## src/rtl/opanel_pkg.sv

```systemverilog
package opanel_pkg;

  // ------------------------------------------------------------
  // clock and timing
  // ------------------------------------------------------------
  localparam int unsigned CLK_HZ        = 100_000_000;
  localparam int unsigned MS_CYCLES     = CLK_HZ / 1000;
  localparam int unsigned FAST_HALF_MS  = 200;
  localparam int unsigned SLOW_HALF_MS  = 400;
  localparam int unsigned CODE_HALF_MS  = 250;
  localparam int unsigned DEBOUNCE_MS   = 10;
  localparam int unsigned DEBOUNCE_CYC  = DEBOUNCE_MS * MS_CYCLES;
  localparam int unsigned MS_W          = 9;
  localparam int unsigned QUEUE_DEPTH   = 8;

  // ------------------------------------------------------------
  // register map (byte addresses)
  // ------------------------------------------------------------
  localparam logic [7:0] CTRL_OFS   = 8'h00;
  localparam logic [7:0] POST_OFS   = 8'h04;
  localparam logic [7:0] STATUS_OFS = 8'h08;
  localparam logic [7:0] CODE_OFS   = 8'h0c;

  // sequence control, write one to pulse
  localparam int unsigned CTRL_DIAG_OK_BIT  = 0;
  localparam int unsigned CTRL_LOAD_GO_BIT  = 1;
  localparam int unsigned CTRL_LOAD_END_BIT = 2;
  localparam int unsigned CTRL_SEQ_ERR_BIT  = 3;

  // fault post fields
  localparam int unsigned POST_CODE_LSB  = 0;
  localparam int unsigned POST_FATAL_BIT = 8;

  // status fields
  localparam int unsigned ST_PHASE_LSB  = 0;
  localparam int unsigned ST_LEVEL_BIT  = 3;
  localparam int unsigned ST_FATAL_BIT  = 4;
  localparam int unsigned ST_SHOW_BIT   = 5;
  localparam int unsigned ST_OVF_BIT    = 6;
  localparam int unsigned ST_ENABLE_BIT = 7;
  localparam int unsigned ST_COUNT_LSB  = 8;
  localparam int unsigned ST_CODE_LSB   = 16;

  // ------------------------------------------------------------
  // fault codes
  // ------------------------------------------------------------
  localparam logic [4:0] FC_PORT_PROC  = 5'h01;
  localparam logic [4:0] FC_DISK_CHAN  = 5'h02;
  localparam logic [4:0] FC_TAPE_CHAN  = 5'h03;
  localparam logic [4:0] FC_CTRL_PROC  = 5'h11;
  localparam logic [4:0] FC_MEMORY     = 5'h12;
  localparam logic [4:0] FC_BOOT_TAPE  = 5'h13;
  localparam logic [4:0] FC_PORT_LINK  = 5'h15;
  localparam logic [4:0] FC_NO_FILES   = 5'h16;
  localparam logic [4:0] FC_NO_REQ     = 5'h18;
  localparam logic [4:0] FC_EARLY_BOOT = 5'h19;
  localparam logic [4:0] FC_SW_INCONS  = 5'h1a;

  // ------------------------------------------------------------
  // types
  // ------------------------------------------------------------
  typedef enum logic [2:0] {
    PH_ROM_DIAG = 3'b000,
    PH_DIAG_OK  = 3'b001,
    PH_LOADING  = 3'b010,
    PH_RUNNING  = 3'b011,
    PH_FROZEN   = 3'b100
  } phase_t;

  typedef struct packed {
    logic power;
    logic bootPhase;
    logic init;
    logic fault;
    logic online;
    logic low1;
    logic low0;
  } lamps_t;

  typedef struct packed {
    logic [7:0]  paddr;
    logic        psel;
    logic        penable;
    logic        pwrite;
    logic [31:0] pwdata;
  } apb_req_t;

  typedef struct packed {
    logic [31:0] prdata;
    logic        pready;
    logic        pslverr;
  } apb_rsp_t;

endpackage : opanel_pkg

```

## src/rtl/operator_panel_status.sv

```systemverilog
`timescale 1ns/1ps
// Behaviour
// - at boot start, boot-phase lamp dark and init lamp lit during ROM diagnostic
// - init diagnostic success turns boot-phase lamp on and init lamp off
// - firmware loading blinks boot-phase lamp 200 ms on, 200 ms off
// - once running, boot-phase lamp blinks 400 ms on, 400 ms off
// - an error freezes the boot-phase lamp at its current level
// - power lamp lit only while all three supply-good inputs are high or the lamp test is held
// - init switch restarts the same boot sequence as power-on
// - init lamp lit while booting begins
// - init switch ignored unless lock switch is in enable position
// - holding fault switch lights every panel lamp as lamp test
// - fault lamp lit whenever a fault is recorded and no code is being shown
// - each fault switch press-release with a fault queued shows a blinking 5-bit code, with none queued it ends the display
// - code bit4 init, bit3 fault, bit2 online, bits1..0 unlabelled lamps
// - hardware codes 01,02,03,11,12,13,15 for the failing units
// - other codes 16,18,19,1A for files, requestors, early reboot, inconsistency
// - fatal fault halts operation until reset, power-on or init switch
// - nonfatal faults queue and show one per press-release, oldest first
// - unlabelled lamps are dark except for the low code bits and the lamp test
// - in secure position only the fault switch acts

module operator_panel_status #(
  parameter int unsigned TICK_CYCLES     = opanel_pkg::MS_CYCLES,
  parameter int unsigned DEBOUNCE_CYCLES = opanel_pkg::DEBOUNCE_CYC,
  parameter int unsigned QUEUE_DEPTH     = opanel_pkg::QUEUE_DEPTH
) (
  // clock and reset
  input  wire logic                 clk,
  input  wire logic                 resetn,
  // register bus
  input  wire opanel_pkg::apb_req_t apbReq,
  output opanel_pkg::apb_rsp_t      apbRsp,
  // panel switches, high when pressed or in enable position
  input  wire logic                 initSwitch,
  input  wire logic                 faultSwitch,
  input  wire logic                 lockEnable,
  // supplies: three dc rails, good when high
  input  wire logic [2:0]           supplyGood,
  // subsystem side
  input  wire logic                 onlineActive,
  output logic                      rebootReq,
  output logic                      subsysRun,
  // panel lamps
  output opanel_pkg::lamps_t        lamps
);

  localparam int unsigned TW = $clog2(TICK_CYCLES);
  localparam int unsigned QW = $clog2(QUEUE_DEPTH + 1);
  localparam int unsigned MW = opanel_pkg::MS_W;

  initial
  begin
    if (TICK_CYCLES < 2)
      $error("tick count must be at least two");
    if (QUEUE_DEPTH < 1 || QUEUE_DEPTH > 255)
      $error("queue depth must be 1 to 255");
  end

  // ------------------------------------------------------------
  // state
  // ------------------------------------------------------------
  typedef struct packed {
    logic [2:0]                  pwrSync1;
    logic [2:0]                  pwrSync2;
    opanel_pkg::phase_t          phase;
    logic                        stateLevel;
    logic [TW-1:0]               tickCnt;
    logic [MW-1:0]               bootMs;
    logic [MW-1:0]               codeMs;
    logic                        codeOn;
    logic                        fatal;
    logic                        overflow;
    logic [QUEUE_DEPTH-1:0][4:0] queue;
    logic [QW-1:0]               count;
    logic                        showing;
    logic [4:0]                  showCode;
    logic [31:0]                 rdata;
    logic                        rebootReq;
    opanel_pkg::lamps_t          lamps;
  } state_t;

  state_t st;
  state_t next_st;

  // ------------------------------------------------------------
  // helpers
  // ------------------------------------------------------------
  function automatic logic halfDone(input logic [MW-1:0] ms, input int unsigned half);
    halfDone = (ms == MW'(half - 1));
  endfunction : halfDone

  function automatic logic [4:0] cleanCode(input logic [4:0] code);
    unique case (code)
      opanel_pkg::FC_PORT_PROC,
      opanel_pkg::FC_DISK_CHAN,
      opanel_pkg::FC_TAPE_CHAN,
      opanel_pkg::FC_CTRL_PROC,
      opanel_pkg::FC_MEMORY,
      opanel_pkg::FC_BOOT_TAPE,
      opanel_pkg::FC_PORT_LINK,
      opanel_pkg::FC_NO_FILES,
      opanel_pkg::FC_NO_REQ,
      opanel_pkg::FC_EARLY_BOOT,
      opanel_pkg::FC_SW_INCONS: cleanCode = code;
      // an unlisted code is shown as an inconsistency, never as garbage
      default:                  cleanCode = opanel_pkg::FC_SW_INCONS;
    endcase
  endfunction : cleanCode

  // ------------------------------------------------------------
  // switches
  // ------------------------------------------------------------
  logic initLevel;
  logic initRelease;
  logic faultLevel;
  logic faultRelease;
  logic lockLevel;

  switch_debounce #(.DEBOUNCE_CYCLES(DEBOUNCE_CYCLES)) u_init_sw (
    .clk      (clk),
    .resetn   (resetn),
    .rawPin   (initSwitch),
    .level    (initLevel),
    .released (initRelease)
  );

  switch_debounce #(.DEBOUNCE_CYCLES(DEBOUNCE_CYCLES)) u_fault_sw (
    .clk      (clk),
    .resetn   (resetn),
    .rawPin   (faultSwitch),
    .level    (faultLevel),
    .released (faultRelease)
  );

  switch_debounce #(.DEBOUNCE_CYCLES(DEBOUNCE_CYCLES)) u_lock_sw (
    .clk      (clk),
    .resetn   (resetn),
    .rawPin   (lockEnable),
    .level    (lockLevel),
    .released ()
  );

  // ------------------------------------------------------------
  // bus decode
  // ------------------------------------------------------------
  logic       setup;
  logic       wrEn;
  logic       mapped;
  logic [7:0] wrOfs;
  logic       restart;
  logic       diagOk;
  logic       loadGo;
  logic       loadEnd;
  logic       seqErr;
  logic       post;
  logic [4:0] postCode;
  logic       postFatal;
  logic       pop;
  logic       msTick;

  assign setup   = apbReq.psel && !apbReq.penable;
  assign wrEn    = apbReq.psel && apbReq.penable && apbReq.pwrite;
  assign wrOfs   = apbReq.paddr;
  assign mapped  = (apbReq.paddr == opanel_pkg::CTRL_OFS)
                || (apbReq.paddr == opanel_pkg::POST_OFS)
                || (apbReq.paddr == opanel_pkg::STATUS_OFS)
                || (apbReq.paddr == opanel_pkg::CODE_OFS);

  assign diagOk    = wrEn && wrOfs == opanel_pkg::CTRL_OFS
                     && apbReq.pwdata[opanel_pkg::CTRL_DIAG_OK_BIT];
  assign loadGo    = wrEn && wrOfs == opanel_pkg::CTRL_OFS
                     && apbReq.pwdata[opanel_pkg::CTRL_LOAD_GO_BIT];
  assign loadEnd   = wrEn && wrOfs == opanel_pkg::CTRL_OFS
                     && apbReq.pwdata[opanel_pkg::CTRL_LOAD_END_BIT];
  assign seqErr    = wrEn && wrOfs == opanel_pkg::CTRL_OFS
                     && apbReq.pwdata[opanel_pkg::CTRL_SEQ_ERR_BIT];
  assign postCode  = apbReq.pwdata[opanel_pkg::POST_CODE_LSB +: 5];
  assign postFatal = apbReq.pwdata[opanel_pkg::POST_FATAL_BIT];
  // a zero code names no fault and is dropped
  assign post      = wrEn && wrOfs == opanel_pkg::POST_OFS && postCode != 5'h00;

  assign restart = initRelease && lockLevel;
  assign pop     = faultRelease;
  assign msTick  = (st.tickCnt == TW'(TICK_CYCLES - 1));

  // ------------------------------------------------------------
  // next state
  // ------------------------------------------------------------
  always_comb
  begin
    next_st           = st;
    next_st.pwrSync1  = supplyGood;
    next_st.pwrSync2  = st.pwrSync1;
    next_st.rebootReq = 1'b0;
    next_st.tickCnt   = msTick ? '0 : st.tickCnt + TW'(1);

    // boot-phase lamp sequencing
    unique case (st.phase)
      opanel_pkg::PH_ROM_DIAG:
      begin
        next_st.stateLevel = 1'b0;
        if (diagOk)
        begin
          next_st.phase      = opanel_pkg::PH_DIAG_OK;
          next_st.stateLevel = 1'b1;
        end
      end
      opanel_pkg::PH_DIAG_OK:
      begin
        if (loadGo)
        begin
          next_st.phase  = opanel_pkg::PH_LOADING;
          next_st.bootMs = '0;
        end
      end
      opanel_pkg::PH_LOADING:
      begin
        if (msTick)
        begin
          next_st.bootMs = st.bootMs + MW'(1);
          if (halfDone(st.bootMs, opanel_pkg::FAST_HALF_MS))
          begin
            next_st.bootMs     = '0;
            next_st.stateLevel = !st.stateLevel;
          end
        end
        if (loadEnd)
        begin
          next_st.phase  = opanel_pkg::PH_RUNNING;
          next_st.bootMs = '0;
        end
      end
      opanel_pkg::PH_RUNNING:
      begin
        if (msTick)
        begin
          next_st.bootMs = st.bootMs + MW'(1);
          if (halfDone(st.bootMs, opanel_pkg::SLOW_HALF_MS))
          begin
            next_st.bootMs     = '0;
            next_st.stateLevel = !st.stateLevel;
          end
        end
      end
      opanel_pkg::PH_FROZEN:
      begin
        next_st.stateLevel = st.stateLevel;
      end
      default:
      begin
        next_st.phase = opanel_pkg::PH_FROZEN;
      end
    endcase

    // an error freezes the lamp at the level it had in this cycle
    if (seqErr && st.phase != opanel_pkg::PH_FROZEN)
    begin
      next_st.phase      = opanel_pkg::PH_FROZEN;
      next_st.stateLevel = st.stateLevel;
    end

    // code display blink, fixed half period
    if (st.showing && msTick)
    begin
      next_st.codeMs = st.codeMs + MW'(1);
      if (halfDone(st.codeMs, opanel_pkg::CODE_HALF_MS))
      begin
        next_st.codeMs = '0;
        next_st.codeOn = !st.codeOn;
      end
    end

    // fault queue: pop oldest at slot 0, push behind the survivors
    if (pop)
    begin
      if (st.count != '0)
      begin
        next_st.showing  = 1'b1;
        next_st.showCode = st.queue[0];
        next_st.codeMs   = '0;
        next_st.codeOn   = 1'b1;
        for (int i = 0; i < int'(QUEUE_DEPTH) - 1; i++)
          next_st.queue[i] = st.queue[i+1];
        next_st.count = st.count - QW'(1);
      end
      else
        next_st.showing = 1'b0;
    end
    if (post)
    begin
      if (postFatal)
      begin
        next_st.fatal = 1'b1;
        next_st.phase = opanel_pkg::PH_FROZEN;
        next_st.stateLevel = st.stateLevel;
      end
      // a fatal code is queued too so the operator can read it
      if (next_st.count == QW'(QUEUE_DEPTH))
        next_st.overflow = 1'b1;
      else
      begin
        next_st.queue[next_st.count] = cleanCode(postCode);
        next_st.count = next_st.count + QW'(1);
      end
    end

    // init switch: same path as power-on, clears faults and display
    if (restart)
    begin
      next_st.phase      = opanel_pkg::PH_ROM_DIAG;
      next_st.stateLevel = 1'b0;
      next_st.bootMs     = '0;
      next_st.fatal      = 1'b0;
      next_st.overflow   = 1'b0;
      next_st.count      = '0;
      next_st.showing    = 1'b0;
      next_st.rebootReq  = 1'b1;
    end

    // register read data captured in the setup cycle
    if (setup)
    begin
      unique case (apbReq.paddr)
        opanel_pkg::STATUS_OFS:
        begin
          next_st.rdata = '0;
          next_st.rdata[opanel_pkg::ST_PHASE_LSB +: 3] = st.phase;
          next_st.rdata[opanel_pkg::ST_LEVEL_BIT]      = st.stateLevel;
          next_st.rdata[opanel_pkg::ST_FATAL_BIT]      = st.fatal;
          next_st.rdata[opanel_pkg::ST_SHOW_BIT]       = st.showing;
          next_st.rdata[opanel_pkg::ST_OVF_BIT]        = st.overflow;
          next_st.rdata[opanel_pkg::ST_ENABLE_BIT]     = lockLevel;
          next_st.rdata[opanel_pkg::ST_COUNT_LSB +: 8] = 8'(st.count);
          next_st.rdata[opanel_pkg::ST_CODE_LSB +: 5]  = st.queue[0];
        end
        opanel_pkg::CODE_OFS: next_st.rdata = {27'h0000000, st.showCode};
        default:              next_st.rdata = '0;
      endcase
    end

    // lamp outputs
    next_st.lamps.power     = &st.pwrSync2;
    next_st.lamps.bootPhase = next_st.stateLevel;
    next_st.lamps.init      = (next_st.phase == opanel_pkg::PH_ROM_DIAG);
    next_st.lamps.fault     = next_st.fatal || next_st.count != '0;
    next_st.lamps.online    = onlineActive;
    next_st.lamps.low1      = 1'b0;
    next_st.lamps.low0      = 1'b0;
    if (next_st.showing)
    begin
      next_st.lamps.init   = next_st.codeOn && next_st.showCode[4];
      next_st.lamps.fault  = next_st.codeOn && next_st.showCode[3];
      next_st.lamps.online = next_st.codeOn && next_st.showCode[2];
      next_st.lamps.low1   = next_st.codeOn && next_st.showCode[1];
      next_st.lamps.low0   = next_st.codeOn && next_st.showCode[0];
    end
    if (faultLevel)
      next_st.lamps = '1;
  end

  always_ff @(posedge clk or negedge resetn)
  begin
    if (!resetn)
    begin
      st           <= '0;
      st.phase     <= opanel_pkg::PH_ROM_DIAG;
      st.lamps     <= '0;
      st.lamps.init <= 1'b1;
    end
    else
      st <= next_st;
  end

  // ------------------------------------------------------------
  // outputs
  // ------------------------------------------------------------
  assign apbRsp.prdata  = st.rdata;
  assign apbRsp.pready  = 1'b1;
  assign apbRsp.pslverr = apbReq.psel && apbReq.penable && !mapped;
  assign rebootReq      = st.rebootReq;
  // fatal or frozen sequence stops normal operation
  assign subsysRun      = (st.phase == opanel_pkg::PH_RUNNING) && !st.fatal;
  assign lamps          = st.lamps;

endmodule : operator_panel_status

```

## src/rtl/switch_debounce.sv

```systemverilog
`timescale 1ns/1ps

module switch_debounce #(
  parameter int unsigned DEBOUNCE_CYCLES = opanel_pkg::DEBOUNCE_CYC
) (
  // clock and reset
  input  wire logic clk,
  input  wire logic resetn,
  // raw contact, high when pressed
  input  wire logic rawPin,
  // clean outputs
  output logic      level,
  output logic      released
);

  localparam int unsigned CW = $clog2(DEBOUNCE_CYCLES + 1);

  initial
  begin
    if (DEBOUNCE_CYCLES < 1)
      $error("debounce count must be at least one");
  end

  typedef struct packed {
    logic          sync1;
    logic          sync2;
    logic          level;
    logic          released;
    logic [CW-1:0] cnt;
  } deb_t;

  deb_t st;
  deb_t next_st;

  // ------------------------------------------------------------
  // filter
  // ------------------------------------------------------------
  always_comb
  begin
    next_st          = st;
    next_st.sync1    = rawPin;
    next_st.sync2    = st.sync1;
    next_st.released = 1'b0;
    // a new level must hold for the whole window, bounce restarts it
    if (st.sync2 == st.level)
      next_st.cnt = '0;
    else if (st.cnt == CW'(DEBOUNCE_CYCLES - 1))
    begin
      next_st.cnt      = '0;
      next_st.level    = st.sync2;
      next_st.released = st.level;
    end
    else
      next_st.cnt = st.cnt + CW'(1);
  end

  always_ff @(posedge clk or negedge resetn)
  begin
    if (!resetn)
      st <= '0;
    else
      st <= next_st;
  end

  assign level    = st.level;
  assign released = st.released;

endmodule : switch_debounce

```

## config.mk

```make
export PLATFORM = sky130hd
export DESIGN_NAME = operator_panel_status
export DESIGN_NICKNAME = d
export VERILOG_FILES = /design/src/rtl/opanel_pkg.sv /design/src/rtl/operator_panel_status.sv /design/src/rtl/switch_debounce.sv
export SDC_FILE = /design/constraint.sdc
export NUM_CORES = 1
export LEC_CHECK = 0
export BUFFER_PORTS_ARGS = -buffer_cell sky130_fd_sc_hd__buf_2
export CAP_MARGIN = 10
export CELL_PAD_IN_SITES_DETAIL_PLACEMENT = 1
export CELL_PAD_IN_SITES_GLOBAL_PLACEMENT = 1
export CORE_ASPECT_RATIO = 0.75
export CORE_UTILIZATION = 47
export DETAILED_ROUTE_END_ITERATION = 6
export PLACE_DENSITY = 0.8
export SYNTH_ARGS = -nofsm -noshare
export SYNTH_HDL_FRONTEND = slang
export SYNTH_SLANG_ARGS = --single-unit
```

## constraint.sdc

```tcl
create_clock -name clk -period 3.4 [get_ports clk]
set_input_delay 0.68 -clock clk [delete_from_list [all_inputs] [get_ports clk]]
set_output_delay 0.68 -clock clk [all_outputs]
set_load 0.02 [all_outputs]
```

# Word-level counts from Yosys, hierarchy flattened
# Cells that the tools add are included.
[totals]
reg_bits = 209
wordCells = 195
[classes]
addsub = 8
magnitude_cmp = 2
eq_ne = 33
n_mux = 56
bitwise = 4
reduce_logical = 48
[op_table]
columns = ["operator", "count"]
rows = [
  ["$mux 20", 6],
  ["$mux 9", 7],
  ["$add 20x1->20 const B", 3],
  ["$eq 20x20->1 const B", 3],
  ["$mux 46", 1],
  ["$mux 45", 1],
  ["$mux 44", 1],
  ["$pmux 21 s2", 1],
  ["$bwmux 40", 1],
  ["$eq 5x5->1 const B", 8],
  ["$mux 10", 4],
  ["$mux 39", 1],
  ["$mux 5", 7],
  ["$pmux 9 s3", 1],
  ["$logic_and 1x1->1", 21],
  ["$mux 4", 5],
  ["$add 9x1->9 const B", 2],
  ["$eq 9x8->1 const B", 2],
  ["$add 17x1->17 const B", 1],
  ["$eq 17x17->1 const B", 1],
  ["$mux 17", 1],
  ["$eq 8x4->1 const B", 2],
  ["$demux 5 s3", 1],
  ["$mux 1", 12],
  ["other kinds (33)", 58],
]

# Logic depth before layout (Yosys ltp)
# Gate-level depths: netlist of run 1.
[depth]
ltp_word = 15
depth_mapped = 12

# By module
# Synthesis of run 1 repeated with hierarchy kept, for this count alone.
[hier_totals]
hier_cells = 989
hier_area_um2 = 9940.8
[by_module_without_submodules]
columns = ["mod", "instances", "cells_per_inst", "area_each_um2", "seq_area_each_um2"]
rows = [
  ["operator_panel_status", 1, 641, 6532.5, 3079.2],
  ["switch_debounce", 3, 116, 1136.1, 600.6],
]

# Least setup slack after synthesis of run 1
# OpenSTA, ideal clock, no wires.
[synth_timing]
kind = "input to register"
startpoint = "input port apbReq[36] in the netlist's numbering"
endpoint = "register lamps[4] (netlist name)"
arrival_time_ns = 2.624
t_required_ns = 3.318
slack_ns = 0.694
path_stages = 6
path_buffers = 0
cell_sequence = "or4_4 or4_4 or3_1 a211oi_2 a211oi_1 a211o_1"
[synth_rtl]
columns = ["item", "line", "source"]
rows = [
  ["start: declaration", "operator_panel_status.sv:32", "input wire opanel_pkg::apb_req_t apbReq,"],
]

==> flow_metrics.tcl, run 1 <==
set metrics [dict create \
    status "finished with violations" \
    violations "design-rule violations" \
    area_growth_syn_to_layout_pct 10.4 \
    clock-sinks 194 \
    grt_util_met2_pct 33.6 \
    final-setup-viol-count 0 \
    grt_use_met3_pct 6.24 \
    clock_path_buffers 2 \
    wl_per_cell_um 18.0 \
    drcViolationCount 6 \
    async_reset_ff_share_pct 100 \
    first_global_vias 7089 \
    cts-root-buf "clkbuf_16" \
    report.power.total_uw 4590 \
    setup_tns_ns 0 \
    netlist_area_mm2 0.00947 \
    start_util_pct 48.5 \
    busiest_layer "met2" \
    io_buffers 52 \
    ys_ff_latch 194 \
    crit_fanout 10 \
    hpwl_um 15300 \
    path_class "flip-flop to flip-flop" \
    timing.rr.start "st[46]" \
    power_density_mw_per_mm2 439 \
    viasPerCell 5.54 \
    cpMaxStageDelayCell "xnor2_1" \
    cts-resized-gates 0 \
    antenna_found_initial 1 \
    grt_setup_unrepaired "no" \
    critPathRequiredTime_ns 3.69 \
    hold_violations 0 \
    synth.top_cell.area_share_pct 51.0 \
    drt_iter0_markers 362 \
    worst_ep_arrival_time_ns 3.29 \
    synth_top_area_cell "dfrtp_1" \
    endpoint_kind "flip-flop" \
    avgSynthCellArea_um2 10.2 \
    period_share_pct 88.5 \
    worst_pin_slew_ns 0.696 \
    nets 1030 \
    max_slew_margin_pct 53.4 \
    finish.utilization_pct 53.5 \
    std_cell_rows 44 \
    ys_seq_area_share_pct 51.3 \
    wl_um 22200 \
    period_minus_slack_ns 3.01 \
    reg2reg_slack_ns 0.39 \
    grtUsageTotal_pct 22.9 \
    fin_worst_skew_ns 0.0102 \
    die_w_um 166 \
    dieArea_mm2 0.0207 \
    grt_pass1_wl_um 37600 \
    synth-edff-count 0 \
    synthTopCellsByCount "dfrtp_1 (193), nand2_1 (105), nor2_1 (101)" \
    die_y_um 125 \
    synthCells 933 \
    p_leak_uw 0.00483 \
    ctsHoldBuffers 0 \
    r2r_cells 11 \
    hold_path_class "primary input to asynchronous set/reset pin" \
    first_pass_iters 7 \
    clk_pin_slew_ns 0.07 \
    slowest_delay_ns 0.42 \
    grt_max_degree 83 \
    ant_nets 0 \
    gp_congestion 0.824 \
    worstSkewPairLatency_ns 0.44 \
    drv_slew 0 \
    cts_setup_buffers 0 \
    synth_cell_types 61 \
    yosysWarnings 0 \
    ys.flop_type "dfrtp_1" \
    fmax_mhz 332 \
    htree_levels 4 \
    core_area_mm2 0.0195 \
    cts_buffers 17 \
    ir_drop_mv 0.319 \
    drive_gt1_share_pct 12.3 \
    crit_chain "inv_1, ha_1, nor3b_1, nor2b_1, xnor2_1, inv_1, ha_1, nand3_1, nand3_1, nand2_1, o21ai_0" \
    cts_tree "built" \
    grt_use_met1_pct 33.3 \
    vias 6833 \
    cap_violations 0 \
    setup.worst_path.start_class "flip-flop" \
    yosysMostFrequentCell "dfrtp_1" \
    ioPinCount 95 \
    yosys-top-cells-area "dfrtp_1 (51%), mux2i_1 (7.6%), nand2_1 (4.2%)" \
    grt-ovfl-total 0 \
]
## placed cells by master (no fill, tap or decap), drive strengths merged, types with 22 or more instances in the layout
cell type / netlist / routed
buf: 43 / 66
nor2: 101 / 101
mux2i: 73 / 73
nand3: 49 / 49
and3: 22 / 22
nor3: 23 / 23
xnor2: 32 / 32
o21ai: 35 / 35
dfrtp: 193 / 193
nand2: 105 / 105
xor2: 45 / 45
## sequential cells by signal, summed over array words and instances (netlist names), 3 cells and up, named ones only
signal	flops
u_init_sw.st	21
u_lock_sw.st	21
st	90
u_fault_sw.st	21
lamps	7
apbRsp	17
next_st	3
## stage by stage
| step | cell area, um^2 | setup slack, ns | instances | hold WS, ns |
|---|---|---|---|---|
| final | 10500 | 0.392 | 1234 | 0.272 |
| after global routing | 10500 | 0.0714 | 1234 | 0.318 |
| after CTS | 10500 | 0.389 | 1233 | 0.304 |
| after detailed placement | 9850 | 0.423 | 1201 | 0.337 |
| after global placement | 9850 | 0.443 | 1201 | 0.332 |
| after floorplan | 9520 | 0.694 | 947 | 0.331 |
## logic make-up (layout without fill, tap and decap cells)
| group | after synthesis | after routing | synth area share [%] |
|---|---|---|---|
| compound gates | 96 | 96 | 6.41 |
| xor+xnor | 77 | 77 | 7.12 |
| fa+ha+maj | 11 | 11 | 1.45 |
| buf+inv | 86 | 119 | 5.02 |
| flops | 194 | 194 | 51.3 |
| mux | 79 | 79 | 8.47 |
| other cells | 2 | 17 | 0.0793 |
| simple gates | 388 | 388 | 20.2 |
## cell type report
| type | count | area (um^2) |
|---|---|---|
| Clock buffer | 20 | 447 |
| Timing Repair Buffer | 67 | 407 |
| Multi-Input combinational cell | 667 | 4200 |
| Sequential cell | 194 | 4860 |
| Inverter | 20 | 75.1 |
| Tap cell | 253 | 317 |
| Antenna cell | 1 | 2.50 |
| Fill cell | 2183 | 9090 |
| Clock inverter | 12 | 156 |
## per-layer routing
metal  wire (um)  part of all wire (%)
met2        9540                    43
met5           0                     0
met1       11200                    50
met3        1200                   5.4
met4         230                   1.0
## where the power goes
part / switching, uW / total, uW / internal (uW)
clock network: 908 / 2090 / 1180
registers: 15.3 / 2340 / 2330
logic: 124 / 166 / 41.9
total: 1050 / 4590 / 3550
## worst max-delay path by stage
stage	endpoint	from	depth (start not counted)	slack, ns
after detailed placement	lamps[4]	apbReq[36]	7	0.42
final	flip-flop	st[46]	11	0.39
after global routing	flip-flop	st[47]	11	0.07
after CTS	flip-flop	st[46]	11	0.39
after floorplan	lamps[4]	apbReq[36]	6	0.69
after global placement	lamps[4]	apbReq[36]	7	0.44
## worst max-delay path, delay by kind of cell (launching register included)
family | cells | cell delay [ns]
AND/OR/NAND/NOR | 5 | 1.13
adder cells (fa/ha/maj) | 2 | 0.50
XOR/XNOR | 1 | 0.42
flip-flops | 1 | 0.41
buffers and inverters | 2 | 0.30
AO/OA/AOI/OAI | 1 | 0.10
No activity file was read; power rests on OpenSTA's default activity.
==> run 2: changes to the inputs <==
Settings changed: ABC_AREA set to 1, CORE_MARGIN set to 3, CORE_UTILIZATION 47 to 45, PLACE_DENSITY 0.8 to 0.79.
==> run 2 against run 1 <==
Largest cell class unchanged. The flow now finishes without violations. Final cell count up 31%. Synthesized area up 10%. Worst setup slack better by 0.25 ns. Register-to-register slack better by 0.25 ns. Utilization down 2.6 points. Critical path depth down 2. Flip-flop and latch count unchanged. Global-route usage down 0.70 points.
==> flow_metrics.tcl, run 2 <==
set metrics [dict create \
    htree_levels 4 \
    antenna_found_initial 1 \
    synthCells 1281 \
    max_slew_margin_pct 51.1 \
    first_pass_iters 5 \
    drv_slew 0 \
    synth_top_family_by_area "simple AND/OR/NAND/NOR gates" \
    period_share_pct 81.1 \
    worst_pin_slew_ns 0.733 \
    grt-ovfl-total 0 \
    nFillCells 2748 \
    drt_iter0_markers 579 \
    yosysWarnings 0 \
    endpoint_kind "flip-flop" \
    regMostFlops "st" \
    ant_nets 0 \
    setup.worst_path.start_class "flip-flop" \
    timing.rr.start "st[46]" \
    dieArea_mm2 0.0251 \
    ir_drop_mv 0.360 \
    wl_um 27200 \
    synth_top_area_cell "dfrtp_1" \
    cts_setup_buffers 0 \
    seq_area_mm2 0.00486 \
    ys_seq_area_share_pct 46.4 \
    fin_worst_skew_ns 0.00910 \
    core_area_mm2 0.0225 \
    io_buffers 52 \
    p_leak_uw 0.00555 \
    r2r_cells 9 \
    clock_path_buffers 2 \
    cts_buffers 17 \
    clock-sinks 194 \
    avgSynthCellArea_um2 8.17 \
    final-setup-viol-count 0 \
    final_cell_mix "nand2_1 (241), dfrtp_1 (193), inv_1 (180)" \
    ioPinCount 95 \
    netlist_area_mm2 0.0105 \
    clk_pin_slew_ns 0.07 \
    wl_per_cell_um 16.8 \
    drive_gt1_share_pct 12.8 \
    worst_ep_arrival_time_ns 3.06 \
    synth.top_cell.area_share_pct 46.2 \
    vias 8588 \
    yosysMostFrequentCell "nand2_1" \
    cap_violations 0 \
    status "finished clean" \
    synth-edff-count 0 \
    power_density_mw_per_mm2 410 \
    fmax_mhz 363 \
    setup_tns_ns 0 \
    synth_xor_area_share_pct 3.25 \
    yosys-top-cells-area "dfrtp_1 (46%), nand2_1 (8.6%), inv_1 (6.5%)" \
    hold_path_class "primary input to asynchronous set/reset pin" \
    synth_fa_ha_area_share_pct 1.32 \
    hpwl_um 19900 \
    first_global_vias 8743 \
    multi_input_area_mm2 0.00452 \
    grtUsageTotal_pct 22.2 \
    synth_cell_types 57 \
    die_w_um 182 \
    nets 1375 \
    cts-resized-gates 0 \
    r2r-end "st[56]" \
    synthMuxAreaShare_pct 0.287 \
    drcViolationCount 0 \
    grt_setup_unrepaired "no" \
    grt_pass1_wl_um 46200 \
    synthTopCellsByCount "nand2_1 (241), dfrtp_1 (193), inv_1 (180)" \
    ctsHoldBuffers 0 \
    finish.utilization_pct 50.9 \
    critPathRequiredTime_ns 3.71 \
    start_util_pct 46.6 \
    area_growth_syn_to_layout_pct 9.20 \
    viasPerCell 5.31 \
    reg2reg_slack_ns 0.64 \
    async_reset_ff_share_pct 100 \
    hold_violations 0 \
    period_minus_slack_ns 2.76 \
    antennaDiodeCount 0 \
    synthSimpleGateAreaFrac_pct 27.6 \
    ys.flop_type "dfrtp_1" \
    cts_tree "built" \
    die_y_um 138 \
    grt_max_degree 83 \
    final_common_cell "nand2_1" \
    synth_compound_area_share_pct 10.2 \
    path_class "flip-flop to flip-flop" \
    std_cell_rows 47 \
    worstSkewPairLatency_ns 0.44 \
    cts-root-buf "clkbuf_16" \
    ys_ff_latch 194 \
    largest_reg_flops 90 \
    gp_congestion 0.883 \
    crit_fanout 37 \
]
==> run 2: cell types whose count changed after synthesis, sizes merged, moves of 18 or more <==
cell	previous run	this run
inv	20	194
nand2	105	257
mux2i	73	3
nor2	101	156
o21ai	35	77
nand3	49	80
nand4	14	39
nor3	23	48
xnor2	32	7
a21oi	17	41
and3	22	4
clkbuf	23	5
==> run 2: critical path, stage by stage, from the launching register on <==
cell and delay [ns]:
dfrtp_1 0.43, inv_1 0.22, ha_1 0.27, nand3_2 0.12, nand2_4 0.23, buf_4 0.39
inv_2 0.35, or2_2 0.38, o211ai_1 0.10, o21ai_1 0.10
==> run 2: routing by layer <==
layer  up-vias  part of all wire [%]  track usage (%)
met5         -                 0.033                0
met4         2                   1.5             5.29
met3        33                   2.8             3.89
met2       110                    45             34.3
met1      4259                    50             32.8
li1       4184                     -                -
==> run 2: logic make-up after synthesis <==
kind of cell / Yosys count
and+or+nand+nor: 603
buffers and inverters: 254
DFF: 194
AOI/OAI and AO/OA: 179
xor gates and xnor gates: 35
adders and majority gates: 11
muxes: 3
other: 2
==> run 2: metrics by stage <==
stage | hold slack [ns] | instances | total power, uW | instance area [um^2] | setup slack (ns)
6_report | 0.276 | 1618 | 4690 | 11400 | 0.643
5_1_grt | 0.316 | 1618 | 4860 | 11400 | 0.402
4_1_cts | 0.299 | 1618 | 4730 | 11400 | 0.630
3_5_place_dp | 0.338 | 1587 | 2600 | 10800 | 0.667
3_3_place_gp | 0.331 | 1587 | 2590 | 10800 | 0.765
2_1_floorplan | 0.331 | 1295 | 2510 | 10500 | 1.18
==> run 2: report_power, final <==
part / switching [uW] / total (uW) / internal, uW
logic: 154 / 203 / 48.8
clock network: 965 / 2140 / 1170
registers: 16.9 / 2350 / 2330
==> run 2: cell type report <==
class                   instances  share of cell area (%)
repair buffers                 57                    3.01
flip-flops and latches        194                    42.5
clock buffers                  17                    3.72
inverters                     195                    6.45
clock inverters                14                    1.57
well taps                     294                    3.22
multi-input cells             847                    39.5
==> run 2: worst max-delay path by stage <==
stage / start / end / cells past startpoint
2_1_floorplan: st[46] / lamps[3] / 15
3_3_place_gp: st[46] / lamps[3] / 15
3_5_place_dp: st[46] / lamps[3] / 15
4_1_cts: st[46] / lamps[3] / 15
5_1_grt: st[46] / lamps[3] / 15
6_report: st[46] / st[56] / 9
==> run 3: changes to the inputs <==
Settings changed: CORE_UTILIZATION 45 to 41, PLACE_DENSITY 0.79 to 0.76.
Clock period 3.4 ns to 2.29 ns, I/O delays scaled along.
==> run 3 against run 2 <==
Final cell count increased by 4.1%. Non-clock buffer count increased by 29. Cell area increased by 2.5%. Routed wire length increased by 2.1%.
==> flow_metrics.tcl, run 3 (synthesized netlist as in run 2, its figures left out) <==
set metrics [dict create \
    final.setup.worst_slack_ns 0.103 \
    wl_per_cell_um 16.5 \
    slowest_delay_ns 0.40 \
    largest_reg_flops 90 \
    die_w_um 190 \
    first_pass_iters 4 \
    crit_chain "inv_2, ha_4, nand3_4, nand2_4, nand2_2, nand2_2, buf_4, nor3_1, ha_1, inv_1, o21ai_2, nand3_2, nand2_2, nand2_1" \
    drt_iter0_markers 366 \
    final_common_cell "nand2_1" \
    r2r-end "lamps[3]" \
    antennaDiodeCount 0 \
    htree_levels 4 \
    cts-root-buf "clkbuf_16" \
    worstSkewPairLatency_ns 0.45 \
    hold_path_end "u_lock_sw.next_st[22]" \
    max_slew_margin_pct 64.5 \
    core_area_mm2 0.0245 \
    drive_gt1_share_pct 15.7 \
    r2r_cells 14 \
    status "finished clean" \
    timing.rr.start "st[47]" \
    cts_buffers 17 \
    die_y_um 144 \
    fmax_mhz 457 \
    cts_tree "built" \
    final-setup-viol-count 0 \
    grt_setup_unrepaired "yes" \
    preCtsSetupSlack_ns -0.00570 \
    antenna_found_initial 1 \
    regMostFlops "st" \
    ir_drop_mv 0.511 \
    cap_violations 0 \
    crit_fanout 5 \
    first_global_vias 9127 \
    drcViolationCount 0 \
    hold_depth 1 \
    holdCritStartpoint "lockEnable" \
    setup.worst_path.start_class "flip-flop" \
    worst_pin_slew_ns 0.528 \
    grt_max_degree 55 \
    grtUsageTotal_pct 21.1 \
    cpMaxStageDelayCell "dfrtp_1" \
    fin_worst_skew_ns 0.0128 \
    cp_num_buf_inv 3 \
    worst_ep_arrival_time_ns 2.51 \
    hold_violations 0 \
    grt-ovfl-total 0 \
    nFillCells 2997 \
    period_share_pct 95.5 \
    clock_path_buffers 2 \
    ioPinCount 95 \
    area_growth_syn_to_layout_pct 12.0 \
    reg2reg_slack_ns 0.10 \
    grt_pass1_wl_um 46500 \
    wl_um 27800 \
    hold_ws_ns 0.116 \
    hpwl_um 20900 \
    path_class "flip-flop to flip-flop" \
    clk_pin_slew_ns 0.08 \
    io_buffers 52 \
    viasPerCell 5.10 \
    hold_path_class "primary input to flip-flop" \
    ant_nets 0 \
    vias 8596 \
    start_util_pct 42.7 \
    endpoint_kind "flip-flop" \
    drv_slew 0 \
    crit_family "simple AND/OR/NAND/NOR gates" \
    dieArea_mm2 0.0275 \
    period_minus_slack_ns 2.19 \
    p_leak_uw 0.00568 \
    std_cell_rows 49 \
    nets 1404 \
    crit_path_frequent_cell "nand2_2" \
    clock-sinks 194 \
    gp_congestion 0.850 \
    power_density_mw_per_mm2 583 \
    final_cell_mix "nand2_1 (237), dfrtp_1 (193), inv_1 (178)" \
    critPathRequiredTime_ns 2.61 \
    report.power.total_uw 6830 \
]
## run 3: changes by cell type in the layout (fill, tap and decap cells not counted), moves of 2 or more
cell,previous run,this run
nor2_2,13,15
nand2_2,12,16
clkinv_4,1,3
buf_4,2,30
nand2_1,241,237
nand3_1,69,66
nor2_1,135,133
nand3_2,10,12
inv_1,180,178
bufinv_16,3,1
inv_2,12,14
## run 3: power by group
group / internal [uW] / switching (uW) / total, uW
Combinational: 87.7 / 236 / 324
Sequential: 3460 / 25.0 / 3480
Clock: 1570 / 1450 / 3020
Total: 5110 / 1710 / 6830
## run 3: worst register-to-register path, delay by kind of cell (launching register included)
family	cells	cell delay (ns)
simple gates	8	0.73
fa+ha+maj	2	0.47
flops	1	0.40
buf+inv	3	0.32
compound gates	1	0.17
## run 3: metrics by stage
step	instance area (um^2)	std cells	utilization, %	TNS [ns]
floorplan	10500	1295	-	0
global placement	11000	1647	45.0	0
detailed placement	11000	1647	45.0	-0.00570
CTS	11600	1680	47.4	0
global route	11700	1685	47.8	-0.0557
finish	11700	1685	47.8	0
## run 3: area by class of cell
type                    instances  area, um^2  area share, %
multi-input cells             847        4570           39.0
clock inverters                14         143           1.22
clock buffers                  18         439           3.75
well taps                     331         414           3.54
flip-flops and latches        194        4860           41.5
repair buffers                 86         556           4.74
inverters                     195         737           6.29
## run 3: per-layer routing
layer / global-route usage, % / routed length [um] / part of all wire (%) / vias to the layer above
met3: 4.22 / 770 / 2.8 / 16
met4: 4.13 / 201 / 0.72 / 2
met2: 34.5 / 12900 / 47 / 77
li1: - / - / - / 4233
met1: 29.6 / 13900 / 50 / 4268
met5: 0 / 13 / 0.047 / -
## run 3: how the worst max path moves through the flow
stage	start	endpoint	slack (ns)	depth (start not counted)
floorplan	st[46]	lamps[3]	0.07	15
global placement	st[47]	lamps[3]	0.10	16
detailed placement	st[47]	lamps[3]	-0.006	15
CTS	st[47]	lamps[3]	0.005	16
global route	st[47]	flip-flop	-0.03	9
finish	st[47]	lamps[3]	0.10	14
## run 3: what timing repair did
item / CTS / global route
pin swaps: 0 / 6
hold endpoints to repair: 18 / 0
endpoints found under the setup margin: 1 / 25
gates resized for setup: 1 / 15
setup buffers: 0 / 5
hold buffers: 1 / 0
